==> src/inc/sdci_pkg.sv <==
package sdci_pkg;

  // Array geometry, sixteen-bit data width
  localparam int unsigned BANKS       = 4;
  localparam int unsigned ROWS        = 8192;
  localparam int unsigned COLS_X4     = 2048;
  localparam int unsigned COLS_X8     = 1024;
  localparam int unsigned COLS_X16    = 512;
  localparam int unsigned ROW_W       = 13;
  localparam int unsigned COL_W       = 9;
  localparam int unsigned DQ_W        = 16;
  localparam int unsigned LANES       = 2;
  localparam int unsigned LANE_W      = 8;
  localparam int unsigned MODE_W      = 12;

  // Address bit positions
  localparam int unsigned PRECHARGE_SCOPE_BIT = 10;

  // Mode register fields
  localparam int unsigned BL_LSB      = 0;
  localparam int unsigned CL_LSB      = 4;
  localparam logic [2:0]  BL_FULL     = 3'h7;
  localparam logic [3:0]  BL_FIXED_MAX = 4'h8;

  // Local store keeps the low column bits of each bank
  localparam int unsigned STORE_IDX_W = 4;
  localparam int unsigned STORE_W     = 2 + STORE_IDX_W;

  localparam int unsigned FIFO_DEPTH  = 8;

  // Timing
  localparam int unsigned CLK_PERIOD_PS    = 40000;
  localparam int unsigned PRECHARGE_PERIOD_PS = 20000;
  localparam int unsigned WR_EXTRA_PS      = 7500;
  localparam int unsigned PRE_CYC_I =
    (PRECHARGE_PERIOD_PS + CLK_PERIOD_PS - 1) / CLK_PERIOD_PS;
  localparam logic [1:0]  PRE_CYC = PRE_CYC_I < 1 ? 2'h1 : PRE_CYC_I[1:0];
  localparam int unsigned WR_CYC_I = 1 + (WR_EXTRA_PS + CLK_PERIOD_PS - 1) / CLK_PERIOD_PS;
  localparam logic [1:0]  WR_CYC  = WR_CYC_I[1:0];

  typedef enum logic [3:0] {
    CMD_DESEL, CMD_NOP, CMD_ACT, CMD_RD, CMD_WR, CMD_BT,
    CMD_PRE, CMD_AREF, CMD_SREF, CMD_MODE
  } sdci_cmd_t;

  typedef struct packed {
    sdci_cmd_t        cmd;
    logic [1:0]       bank;
    logic [ROW_W-1:0] addr;
  } sdci_req_t;

  typedef struct packed {
    logic [STORE_W-1:0] idx;
    logic [LANES-1:0]   lane_en;
    logic [DQ_W-1:0]    data;
  } sdci_wbeat_t;

  function automatic sdci_cmd_t decode_cmd(input logic cs_n, input logic ras_n,
                                           input logic cas_n, input logic we_n,
                                           input logic cke);
    logic [2:0] s;
    s = {ras_n, cas_n, we_n};
    if (cs_n)
      return CMD_DESEL;
    if (!cke)
      return (s == 3'h1) ? CMD_SREF : CMD_NOP;
    case (s)
      3'h7:    return CMD_NOP;
      3'h6:    return CMD_BT;
      3'h3:    return CMD_ACT;
      3'h5:    return CMD_RD;
      3'h4:    return CMD_WR;
      3'h2:    return CMD_PRE;
      3'h1:    return CMD_AREF;
      default: return CMD_MODE;
    endcase
  endfunction : decode_cmd

endpackage : sdci_pkg

==> src/verilog/sdci_core.sv <==
`timescale 1ns/1ps
`default_nettype none
module sdci_core (
  input  wire logic                         i_clk,
  input  wire logic                         i_rst,
  input  wire logic                         i_cke,
  input  wire logic                         i_cs_n,
  input  wire logic                         i_ras_n,
  input  wire logic                         i_cas_n,
  input  wire logic                         i_we_n,
  input  wire logic                         i_bank_select_high,
  input  wire logic                         i_bank_select_low,
  input  wire logic [sdci_pkg::ROW_W-1:0]   i_addr,
  input  wire logic [sdci_pkg::LANES-1:0]   i_dqm,
  input  wire logic [sdci_pkg::DQ_W-1:0]    i_dq_in,
  output logic      [sdci_pkg::DQ_W-1:0]    o_dq_out,
  output logic      [sdci_pkg::LANES-1:0]   o_dq_oe_n,
  output logic      [sdci_pkg::BANKS-1:0]   o_bank_open,
  output logic      [sdci_pkg::BANKS-1:0]   o_bank_ready,
  output logic      [sdci_pkg::MODE_W-1:0]  o_mode_reg,
  output logic                              o_self_refresh,
  output logic      [sdci_pkg::ROW_W-1:0]   o_refresh_row,
  output logic                              o_wr_ready,
  output logic                              o_wr_lost
);

  typedef struct packed {
    logic [3:0]                                open;
    logic [3:0][sdci_pkg::ROW_W-1:0]           row;
    logic [3:0][1:0]                           pre_cnt;
    logic [sdci_pkg::MODE_W-1:0]               mode;
    logic                                      bact;
    logic                                      bwr;
    logic                                      bap;
    logic                                      bfull;
    logic [1:0]                                bbank;
    logic [sdci_pkg::COL_W-1:0]                bcol;
    logic [3:0]                                bleft;
    logic                                      apw_on;
    logic [1:0]                                apw;
    logic [1:0]                                apw_bank;
    logic                                      sref;
    logic [sdci_pkg::ROW_W-1:0]                rrow;
    logic [2:0]                                rv;
    logic [2:0][sdci_pkg::DQ_W-1:0]            rd;
    logic [1:0][sdci_pkg::LANES-1:0]           dqmp;
    logic [sdci_pkg::DQ_W-1:0]                 dq_o;
    logic [sdci_pkg::LANES-1:0]                oe_n;
    logic [3:0]                                rdy;
    logic                                      wr_lost;
  } sdci_core_st_t;

  sdci_core_st_t          q, d;
  sdci_pkg::sdci_req_t    req;
  sdci_pkg::sdci_wbeat_t  wbeat;
  sdci_pkg::sdci_wbeat_t  dbeat;
  logic [sdci_pkg::DQ_W-1:0] store [2**sdci_pkg::STORE_W];
  logic                   rd_beat;
  logic                   wr_beat;
  logic                   fifo_ready;
  logic                   fifo_valid;
  logic [1:0]             beat_bank;
  logic [sdci_pkg::COL_W-1:0] beat_col;
  logic                   end_ev;
  logic                   end_wr;
  logic                   end_ap;
  logic [1:0]             end_bank;

  function automatic logic [3:0] burst_len(input logic [2:0] bl);
    case (bl)
      3'h0:    return 4'h1;
      3'h1:    return 4'h2;
      3'h2:    return 4'h4;
      3'h3:    return sdci_pkg::BL_FIXED_MAX;
      default: return 4'h1;
    endcase
  endfunction : burst_len

  function automatic logic [1:0] cl_stage(input logic [2:0] cl);
    return (cl == 3'h3) ? 2'h2 : (cl == 3'h1) ? 2'h0 : 2'h1;
  endfunction : cl_stage

  sdci_decode u_decode (
    .i_cke              (i_cke),
    .i_cs_n             (i_cs_n),
    .i_ras_n            (i_ras_n),
    .i_cas_n            (i_cas_n),
    .i_we_n             (i_we_n),
    .i_bank_select_high (i_bank_select_high),
    .i_bank_select_low  (i_bank_select_low),
    .i_addr             (i_addr),
    .o_req              (req)
  );

  // Write beats queue here; the array port is shared with read beats
  sdci_fifo #(
    .W ($bits(sdci_pkg::sdci_wbeat_t)),
    .D (sdci_pkg::FIFO_DEPTH)
  ) u_wfifo (
    .i_clk   (i_clk),
    .i_rst   (i_rst),
    .i_valid (wr_beat),
    .o_ready (fifo_ready),
    .i_data  (wbeat),
    .o_valid (fifo_valid),
    .i_ready (!rd_beat),
    .o_data  (dbeat)
  );

  always_comb
  begin
    logic [3:0] len;
    logic [1:0] st;
    d         = q;
    len       = burst_len(q.mode[sdci_pkg::BL_LSB +: 3]);
    st        = cl_stage(q.mode[sdci_pkg::CL_LSB +: 3]);
    rd_beat   = 1'b0;
    wr_beat   = 1'b0;
    beat_bank = q.bbank;
    beat_col  = q.bcol;
    end_ev    = 1'b0;
    end_wr    = q.bwr;
    end_ap    = q.bap;
    end_bank  = q.bbank;
    for (int b = 0; b < 4; b++)
      if (q.pre_cnt[b] != 2'h0)
        d.pre_cnt[b] = q.pre_cnt[b] - 2'h1;
    if (q.apw_on)
    begin
      d.apw = q.apw - 2'h1;
      if (q.apw == 2'h1)
      begin
        d.apw_on                = 1'b0;
        d.open[q.apw_bank]      = 1'b0;
        d.pre_cnt[q.apw_bank]   = sdci_pkg::PRE_CYC;
      end
    end
    if (q.sref)
    begin
      if (i_cke)
        d.sref = 1'b0;
    end
    else
    begin
      case (req.cmd)
        sdci_pkg::CMD_ACT:
        begin
          d.open[req.bank] = 1'b1;
          d.row[req.bank]  = req.addr;
        end
        sdci_pkg::CMD_RD, sdci_pkg::CMD_WR:
        begin
          beat_bank = req.bank;
          beat_col  = req.addr[sdci_pkg::COL_W-1:0];
          rd_beat   = req.cmd == sdci_pkg::CMD_RD;
          wr_beat   = req.cmd == sdci_pkg::CMD_WR;
          d.bwr     = wr_beat;
          d.bap     = req.addr[sdci_pkg::PRECHARGE_SCOPE_BIT];
          d.bbank   = req.bank;
          d.bcol    = beat_col + 1'b1;
          d.bfull   = q.mode[sdci_pkg::BL_LSB +: 3] == sdci_pkg::BL_FULL;
          d.bleft   = len - 4'h1;
          d.bact    = d.bfull || len != 4'h1;
          end_ev    = !d.bact;
          end_wr    = wr_beat;
          end_ap    = d.bap;
          end_bank  = req.bank;
        end
        sdci_pkg::CMD_BT:
          d.bact = 1'b0;
        sdci_pkg::CMD_PRE:
        begin
          if (req.addr[sdci_pkg::PRECHARGE_SCOPE_BIT])
          begin
            d.open    = '0;
            d.pre_cnt = {4{sdci_pkg::PRE_CYC}};
          end
          else
          begin
            d.open[req.bank]    = 1'b0;
            d.pre_cnt[req.bank] = sdci_pkg::PRE_CYC;
          end
        end
        sdci_pkg::CMD_AREF:
          d.rrow = q.rrow + 1'b1;
        sdci_pkg::CMD_SREF:
        begin
          d.sref = 1'b1;
          d.bact = 1'b0;
          d.rrow = q.rrow + 1'b1;
        end
        sdci_pkg::CMD_MODE:
          d.mode = req.addr[sdci_pkg::MODE_W-1:0];
        default:
        begin
        end
      endcase
      // Running burst advances while enabled, even when deselected
      if (q.bact && i_cke && req.cmd != sdci_pkg::CMD_RD && req.cmd != sdci_pkg::CMD_WR
          && req.cmd != sdci_pkg::CMD_BT)
      begin
        rd_beat = !q.bwr;
        wr_beat = q.bwr;
        d.bcol  = q.bcol + 1'b1;
        if (!q.bfull)
        begin
          d.bleft = q.bleft - 4'h1;
          if (q.bleft == 4'h1)
          begin
            d.bact = 1'b0;
            end_ev = 1'b1;
          end
        end
      end
    end
    if (end_ev && end_ap)
    begin
      if (end_wr)
      begin
        d.apw_on   = 1'b1;
        d.apw      = sdci_pkg::WR_CYC;
        d.apw_bank = end_bank;
      end
      else
      begin
        d.open[end_bank]    = 1'b0;
        d.pre_cnt[end_bank] = sdci_pkg::PRE_CYC;
      end
    end
    d.wr_lost = wr_beat && !fifo_ready;
    d.dqmp    = {q.dqmp[0], i_dqm};
    d.rv      = {q.rv[1:0], rd_beat};
    d.rd      = {q.rd[1:0], store[{beat_bank, beat_col[sdci_pkg::STORE_IDX_W-1:0]}]};
    d.dq_o    = q.rd[st];
    for (int l = 0; l < sdci_pkg::LANES; l++)
      d.oe_n[l] = !(q.rv[st] && !q.dqmp[1][l]);
    for (int b = 0; b < 4; b++)
      d.rdy[b] = !d.open[b] && d.pre_cnt[b] == 2'h0;
  end

  always_comb
  begin
    wbeat.idx     = {beat_bank, beat_col[sdci_pkg::STORE_IDX_W-1:0]};
    wbeat.lane_en = ~i_dqm;
    wbeat.data    = i_dq_in;
  end

  always_ff @(posedge i_clk)
  begin
    if (i_rst)
      q <= '0;
    else
      q <= d;
  end

  genvar g;
  generate
    for (g = 0; g < sdci_pkg::LANES; g++)
    begin : g_lane
      always_ff @(posedge i_clk)
      begin
        if (fifo_valid && !rd_beat && dbeat.lane_en[g])
          store[dbeat.idx][g*sdci_pkg::LANE_W +: sdci_pkg::LANE_W] <=
            dbeat.data[g*sdci_pkg::LANE_W +: sdci_pkg::LANE_W];
      end
    end
  endgenerate

  assign o_dq_out       = q.dq_o;
  assign o_dq_oe_n      = q.oe_n;
  assign o_bank_open    = q.open;
  assign o_bank_ready   = q.rdy;
  assign o_mode_reg     = q.mode;
  assign o_self_refresh = q.sref;
  assign o_refresh_row  = q.rrow;
  assign o_wr_ready     = fifo_ready;
  assign o_wr_lost      = q.wr_lost;

  a_act_opens_row: assert property (@(posedge i_clk) disable iff (i_rst)
    (!q.sref && req.cmd == sdci_pkg::CMD_ACT)
      |=> (q.open[$past(req.bank)] && q.row[$past(req.bank)] == $past(req.addr)))
    else $error("activate did not open the addressed row");

  a_desel_holds: assert property (@(posedge i_clk) disable iff (i_rst)
    (i_cs_n && !q.sref) |=> ($stable(q.mode) && $stable(q.row) && (q.open & ~$past(q.open)) == 4'h0))
    else $error("deselect changed command state");

  a_mode_load: assert property (@(posedge i_clk) disable iff (i_rst)
    (!q.sref && req.cmd == sdci_pkg::CMD_MODE) |=> (o_mode_reg == $past(i_addr[11:0])))
    else $error("mode register not loaded from address");

  a_rd_mask_hiz: assert property (@(posedge i_clk) disable iff (i_rst)
    i_dqm[0] |-> ##3 o_dq_oe_n[0])
    else $error("masked read lane drove data");

  a_pre_all: assert property (@(posedge i_clk) disable iff (i_rst)
    (!q.sref && req.cmd == sdci_pkg::CMD_PRE && i_addr[10]) |=> (o_bank_open == 4'h0))
    else $error("precharge all left a bank open");

  a_bt_stops: assert property (@(posedge i_clk) disable iff (i_rst)
    (!q.sref && req.cmd == sdci_pkg::CMD_BT) |=> !q.bact)
    else $error("terminate did not stop the burst");

  a_sref_entry: assert property (@(posedge i_clk) disable iff (i_rst)
    (!q.sref && req.cmd == sdci_pkg::CMD_SREF) |=> (o_self_refresh && !q.bact))
    else $error("self refresh not entered");

  a_aref_counts: assert property (@(posedge i_clk) disable iff (i_rst)
    (!q.sref && req.cmd == sdci_pkg::CMD_AREF) |=> (o_refresh_row == $past(o_refresh_row) + 1'b1))
    else $error("refresh counter did not advance");

  a_ap_once: assert property (@(posedge i_clk) disable iff (i_rst)
    (!q.sref && req.cmd == sdci_pkg::CMD_RD && !i_addr[10]) |=> !q.bap)
    else $error("auto close persisted from earlier access");

  a_wmask_lane: assert property (@(posedge i_clk) disable iff (i_rst)
    wr_beat |-> (wbeat.lane_en == ~i_dqm))
    else $error("write mask not applied in the data cycle");

endmodule : sdci_core
`default_nettype wire

==> src/verilog/sdci_decode.sv <==
`timescale 1ns/1ps
`default_nettype none
module sdci_decode (
  input  wire logic                       i_cke,
  input  wire logic                       i_cs_n,
  input  wire logic                       i_ras_n,
  input  wire logic                       i_cas_n,
  input  wire logic                       i_we_n,
  input  wire logic                       i_bank_select_high,
  input  wire logic                       i_bank_select_low,
  input  wire logic [sdci_pkg::ROW_W-1:0] i_addr,
  output var  sdci_pkg::sdci_req_t        o_req
);

  always_comb
  begin
    o_req.cmd  = sdci_pkg::decode_cmd(i_cs_n, i_ras_n, i_cas_n, i_we_n, i_cke);
    o_req.bank = {i_bank_select_high, i_bank_select_low};
    o_req.addr = i_addr;
  end

endmodule : sdci_decode
`default_nettype wire

==> src/verilog/sdci_fifo.sv <==
`timescale 1ns/1ps
`default_nettype none
module sdci_fifo #(
  parameter int unsigned W = 24,
  parameter int unsigned D = 8
) (
  input  wire logic         i_clk,
  input  wire logic         i_rst,
  input  wire logic         i_valid,
  output logic              o_ready,
  input  wire logic [W-1:0] i_data,
  output logic              o_valid,
  input  wire logic         i_ready,
  output logic [W-1:0]      o_data
);

  localparam int unsigned PW = $clog2(D);

  typedef struct packed {
    logic [PW-1:0] wp;
    logic [PW-1:0] rp;
    logic [PW:0]   cnt;
    logic          full;
  } sdci_fifo_st_t;

  sdci_fifo_st_t q, d;
  logic [W-1:0]  mem [D];
  logic          push;
  logic          pop;

  assign push    = i_valid && !q.full;
  assign pop     = o_valid && i_ready;
  assign o_ready = !q.full;
  assign o_valid = q.cnt != '0;
  assign o_data  = mem[q.rp];

  always_comb
  begin
    d = q;
    if (push)
      d.wp = (q.wp == PW'(D - 1)) ? '0 : q.wp + 1'b1;
    if (pop)
      d.rp = (q.rp == PW'(D - 1)) ? '0 : q.rp + 1'b1;
    d.cnt  = q.cnt + (PW+1)'(push) - (PW+1)'(pop);
    d.full = d.cnt == (PW+1)'(D);
  end

  always_ff @(posedge i_clk)
  begin
    if (i_rst)
      q <= '0;
    else
      q <= d;
    if (push)
      mem[q.wp] <= i_data;
  end

  a_fifo_count: assert property (@(posedge i_clk) disable iff (i_rst)
    (push && !pop) |=> (q.cnt == $past(q.cnt) + 1'b1))
    else $error("fifo count did not follow a push");

  a_fifo_full: assert property (@(posedge i_clk) disable iff (i_rst)
    q.full |-> (!o_ready && q.cnt == (PW+1)'(D)))
    else $error("fifo full flag disagrees with count");

endmodule : sdci_fifo
`default_nettype wire

==> config.mk <==
export PLATFORM = sky130hd
export DESIGN_NAME = sdci_core
export DESIGN_NICKNAME = d
export VERILOG_FILES = /design/src/inc/sdci_pkg.sv /design/src/verilog/sdci_core.sv /design/src/verilog/sdci_decode.sv /design/src/verilog/sdci_fifo.sv
export SDC_FILE = /design/constraint.sdc
export NUM_CORES = 2
export LEC_CHECK = 0
export BUFFER_PORTS_ARGS = -buffer_cell sky130_fd_sc_hd__buf_4
export CELL_PAD_IN_SITES_DETAIL_PLACEMENT = 0
export CELL_PAD_IN_SITES_GLOBAL_PLACEMENT = 2
export CORE_ASPECT_RATIO = 0.75
export CORE_MARGIN = 4
export CORE_UTILIZATION = 35
export CTS_CLUSTER_DIAMETER = 50
export DETAILED_ROUTE_END_ITERATION = 12
export PLACE_DENSITY = 0.6
export SYNTH_ARGS = -nofsm -noshare
export SYNTH_HDL_FRONTEND = slang
export SYNTH_HIERARCHICAL = 1
export SYNTH_SLANG_ARGS = --single-unit
==> constraint.sdc <==
create_clock -name i_clk -period 6.2 [get_ports i_clk]
set_input_delay 0.62 -clock i_clk [delete_from_list [all_inputs] [get_ports i_clk]]
set_output_delay 0.62 -clock i_clk [all_outputs]
set_load 0.01 [all_outputs]
==> metrics.csv <==
stage,metric,value,unit
run_status,status,finished clean,
routing,vias per cell,5.35,
global_route,GRT overflow,0,
sta,Worst Clk Skew,26.3,ps
setup_path,max incr delay on CP,800,ps
placed_design,Post-DP HPWL,103,mm
routing,DRT Wirelength,163,mm
cells_and_area,nets,3748,
setup_path,Crit. End Element,flip-flop,
sta,"Slew Viols, Final",0,
sta,Max Fclk,207,MHz
cells_and_area,Largest Register,store,
cells_and_area,share of layout cells above drive strength 1,0.162,
cells_and_area,Layout fillers,14217,
global_route,number of antenna violations at the first check in global routing,16,
synthesis,syn nets,3647,
clock_network,CTS tree,yes,
setup_path,"Top cell by count, worst path",buf_4,
sta,min Tclk post-route,4830,ps
global_route,gr usage total,0.199,
routing,DR vias,31271,
worst_hold_path,Hold Path Stages,3,
clock_network,clk_lat worst skew,770,ps
sta,"Setup violations, final",0,
setup_path,"Max stage delay cell, worst path",a2111oi_2,
global_route,largest net degree at the start of global routing,82,
cells_and_area,registers with the most flip-flops,"store x1024, u_wfifo/mem x192, q x46",
sta,RSZ-0062 raised after global routing,false,
power,clock power share,0.357,
cells_and_area,Layout area overhead,14.0,%
global_route,number of global-route vias before repair,30087,
setup_path,Crit Path Category,in -> reg,
worst_hold_path,HP Class,in -> reg,
clock_network,total CTS buffers,147,
sta,fin crit share,0.778,
sta,PnR worst setup slack,1370,ps
clock_network,CTS resizes,0,
sta,Fin Setup TNS,0,ps
clock_network,H-tree lvl count,4,
power,Peak VDD IR,0.000285,V
routing,WL per Instance,27.9,um
setup_path,Setup crit start kind,input port,
synthesis,Synth Warn #,6,
setup_path,Worst EP required,6840,ps
power,internal power,17400,uW
floorplanning,die area,162000,um^2
routing,Iteration-0 DRC Markers,3249,
floorplanning,row cnt,125,
setup_path,CP Max Fanout,49,
setup_path,FF-to-FF path depth,11,
power,cell area power density,392,nW/um^2
setup_path,RR Startpoint,o_self_refresh,
setup_path,r2r setup slk,1890,ps
routing,DRC,0,
clock_network,clk buf depth,3,
clock_network,post-CTS setup buffers,0,
floorplanning,IO Pins,94,
setup_path,crit path cell chain,buf_4 > o21ai_0 > nor4b_1 > buf_4 > or3b_1 > a2111oi_2 > a21oi_4 > inv_8 > buf_4 > mux2i_1 > mux2i_1 > a22oi_1 > o311ai_0 > or3_1,
power,Psw,6930,uW
power,part of the power in combinational logic,0.164,
placed_design,DP Worst Slack,677,ps
run,# Max-Cap Violations,0,
floorplanning,Initial Utilization,0.352,
setup_path,"Arr. time, crit path",5470,ps
routing,TritonRoute pass-1 iters,5,
global_route,global-route wire length before repair,232,mm
clock_network,clk slew on worst S/H paths,60,ps
clock_network,Root Driver,clkbuf_16,
clock_network,hold buffer count at CTS,1,
floorplanning,DIE WIDTH,463,um
power,sequential share of power,0.479,
routing,antenna-violating nets left,0,
power,Static Leakage,0.0207,uW
cells_and_area,cell area after layout,62100,um^2
setup_path,reg-to-reg endpoint,d[53],
synthesis,Syn Std Cell Area,54500,um^2
synthesis,Cells after Synth,3592,
placed_design,Placer Congestion,0.788,
worst_hold_path,worst min-delay path startpoint,i_addr[8],
placed_design,area of placed instances,57400,um^2
cells_and_area,footprint of the multi-input gates,13400,um^2
cells_and_area,Reg area,39500,um^2
power,sw frac,0.285,
sta,Rel. slew slack,0.213,
cells_and_area,max reg flops,1024,
placed_design,Buffers on Ports,92,
worst_hold_path,worst hold endpoint,o_mode_reg[8],
sta,final hold violation count,0,
floorplanning,Core Area,155000,um^2
sta,Worst-Margin Slew,1170,ps
synthesis,Syn Area/Cell,15.2,um^2
clock_network,TritonCTS Sinks,1365,
floorplanning,Die Ht,350,um
-- worst max-delay path, delay by kind of cell --
family / cells / cell delay (ps)
AO/OA/AOI/OAI: 5 / 2160
AND/OR/NAND/NOR: 3 / 1180
buffers and inverters: 4 / 1020
multiplexers: 2 / 320
-- how the worst max path moves through the flow --
stage | from | endpoint | slack, ps | cells after the start
5_1_grt | i_cas_n | d[56] | 1250 | 15
2_1_floorplan | i_cas_n | u_wfifo/mem[0][0] | 1230 | 11
4_1_cts | i_cas_n | d[56] | 1500 | 15
6_report | i_cas_n | d[43] | 1370 | 14
3_5_place_dp | i_cas_n | d[56] | 680 | 15
3_3_place_gp | i_cas_n | d[51] | 700 | 14
-- power groups by stage --
stage               logic [uW]  registers, uW  clock network [uW]
global route              4230          11700                9260
global placement          3990          11900                   0
detailed placement        4020          11900                   0
finish                    3980          11700                8680
CTS                       4030          11700                8890
floorplan                 2230          11700                   0
-- cell type report --
class,instances,share of cell area
flip-flops and latches,1365,0.637
multi-input cells,1933,0.216
clock buffers,188,0.0638
well taps,2032,0.0410
repair buffers,222,0.0298
clock inverters,73,0.0116
inverters,24,0.00165
diodes,4,0.000161
-- metal layers --
layer | global-route usage | vias up | wire (um)
met5 | 0 | - | 0
met4 | 0.0541 | 0 | 3460
met3 | 0.0288 | 198 | 10500
met2 | 0.282 | 968 | 68200
met1 | 0.316 | 16228 | 80900
li1 | - | 13877 | -
-- metrics by stage --
| step | total power [uW] | utilization | instances | hold slack [ps] |
|---|---|---|---|---|
| floorplan | 13900 | - | 3592 | 412 |
| global placement | 15800 | 0.371 | 5575 | 424 |
| detailed placement | 15900 | 0.371 | 5575 | 424 |
| CTS | 24600 | 0.401 | 5837 | 0.439 |
| global route | 25200 | 0.401 | 5838 | 49.0 |
| finish | 24300 | 0.401 | 5841 | 75.8 |
-- cells in the final DEF, fill, tap and decap left out, types with 12 or more instances in the layout --
cell type and n:
clkinv_2 19, clkbuf_16 151, a311oi_1 13, ha_1 14, buf_12 14, clkbuf_1 33
mux2i_1 201, and3_1 15, a22oi_1 28, nor2b_1 56, nand4_1 36, a31oi_1 43
clkinv_1 20, a211oi_1 24, buf_4 206, dfxtp_1 146, or3_1 12, nand2b_1 23
nor2_1 243, nor3_1 25, o21ai_0 27, a21oi_1 65, edfxtp_1 1216, mux2_4 18
a32oi_1 26, mux2_2 16, bufinv_16 12, inv_1 20, nand3_1 190, o221ai_1 19
nand2_1 524, a221oi_1 40, mux4_2 108
Power figures use the tool's default switching activity.
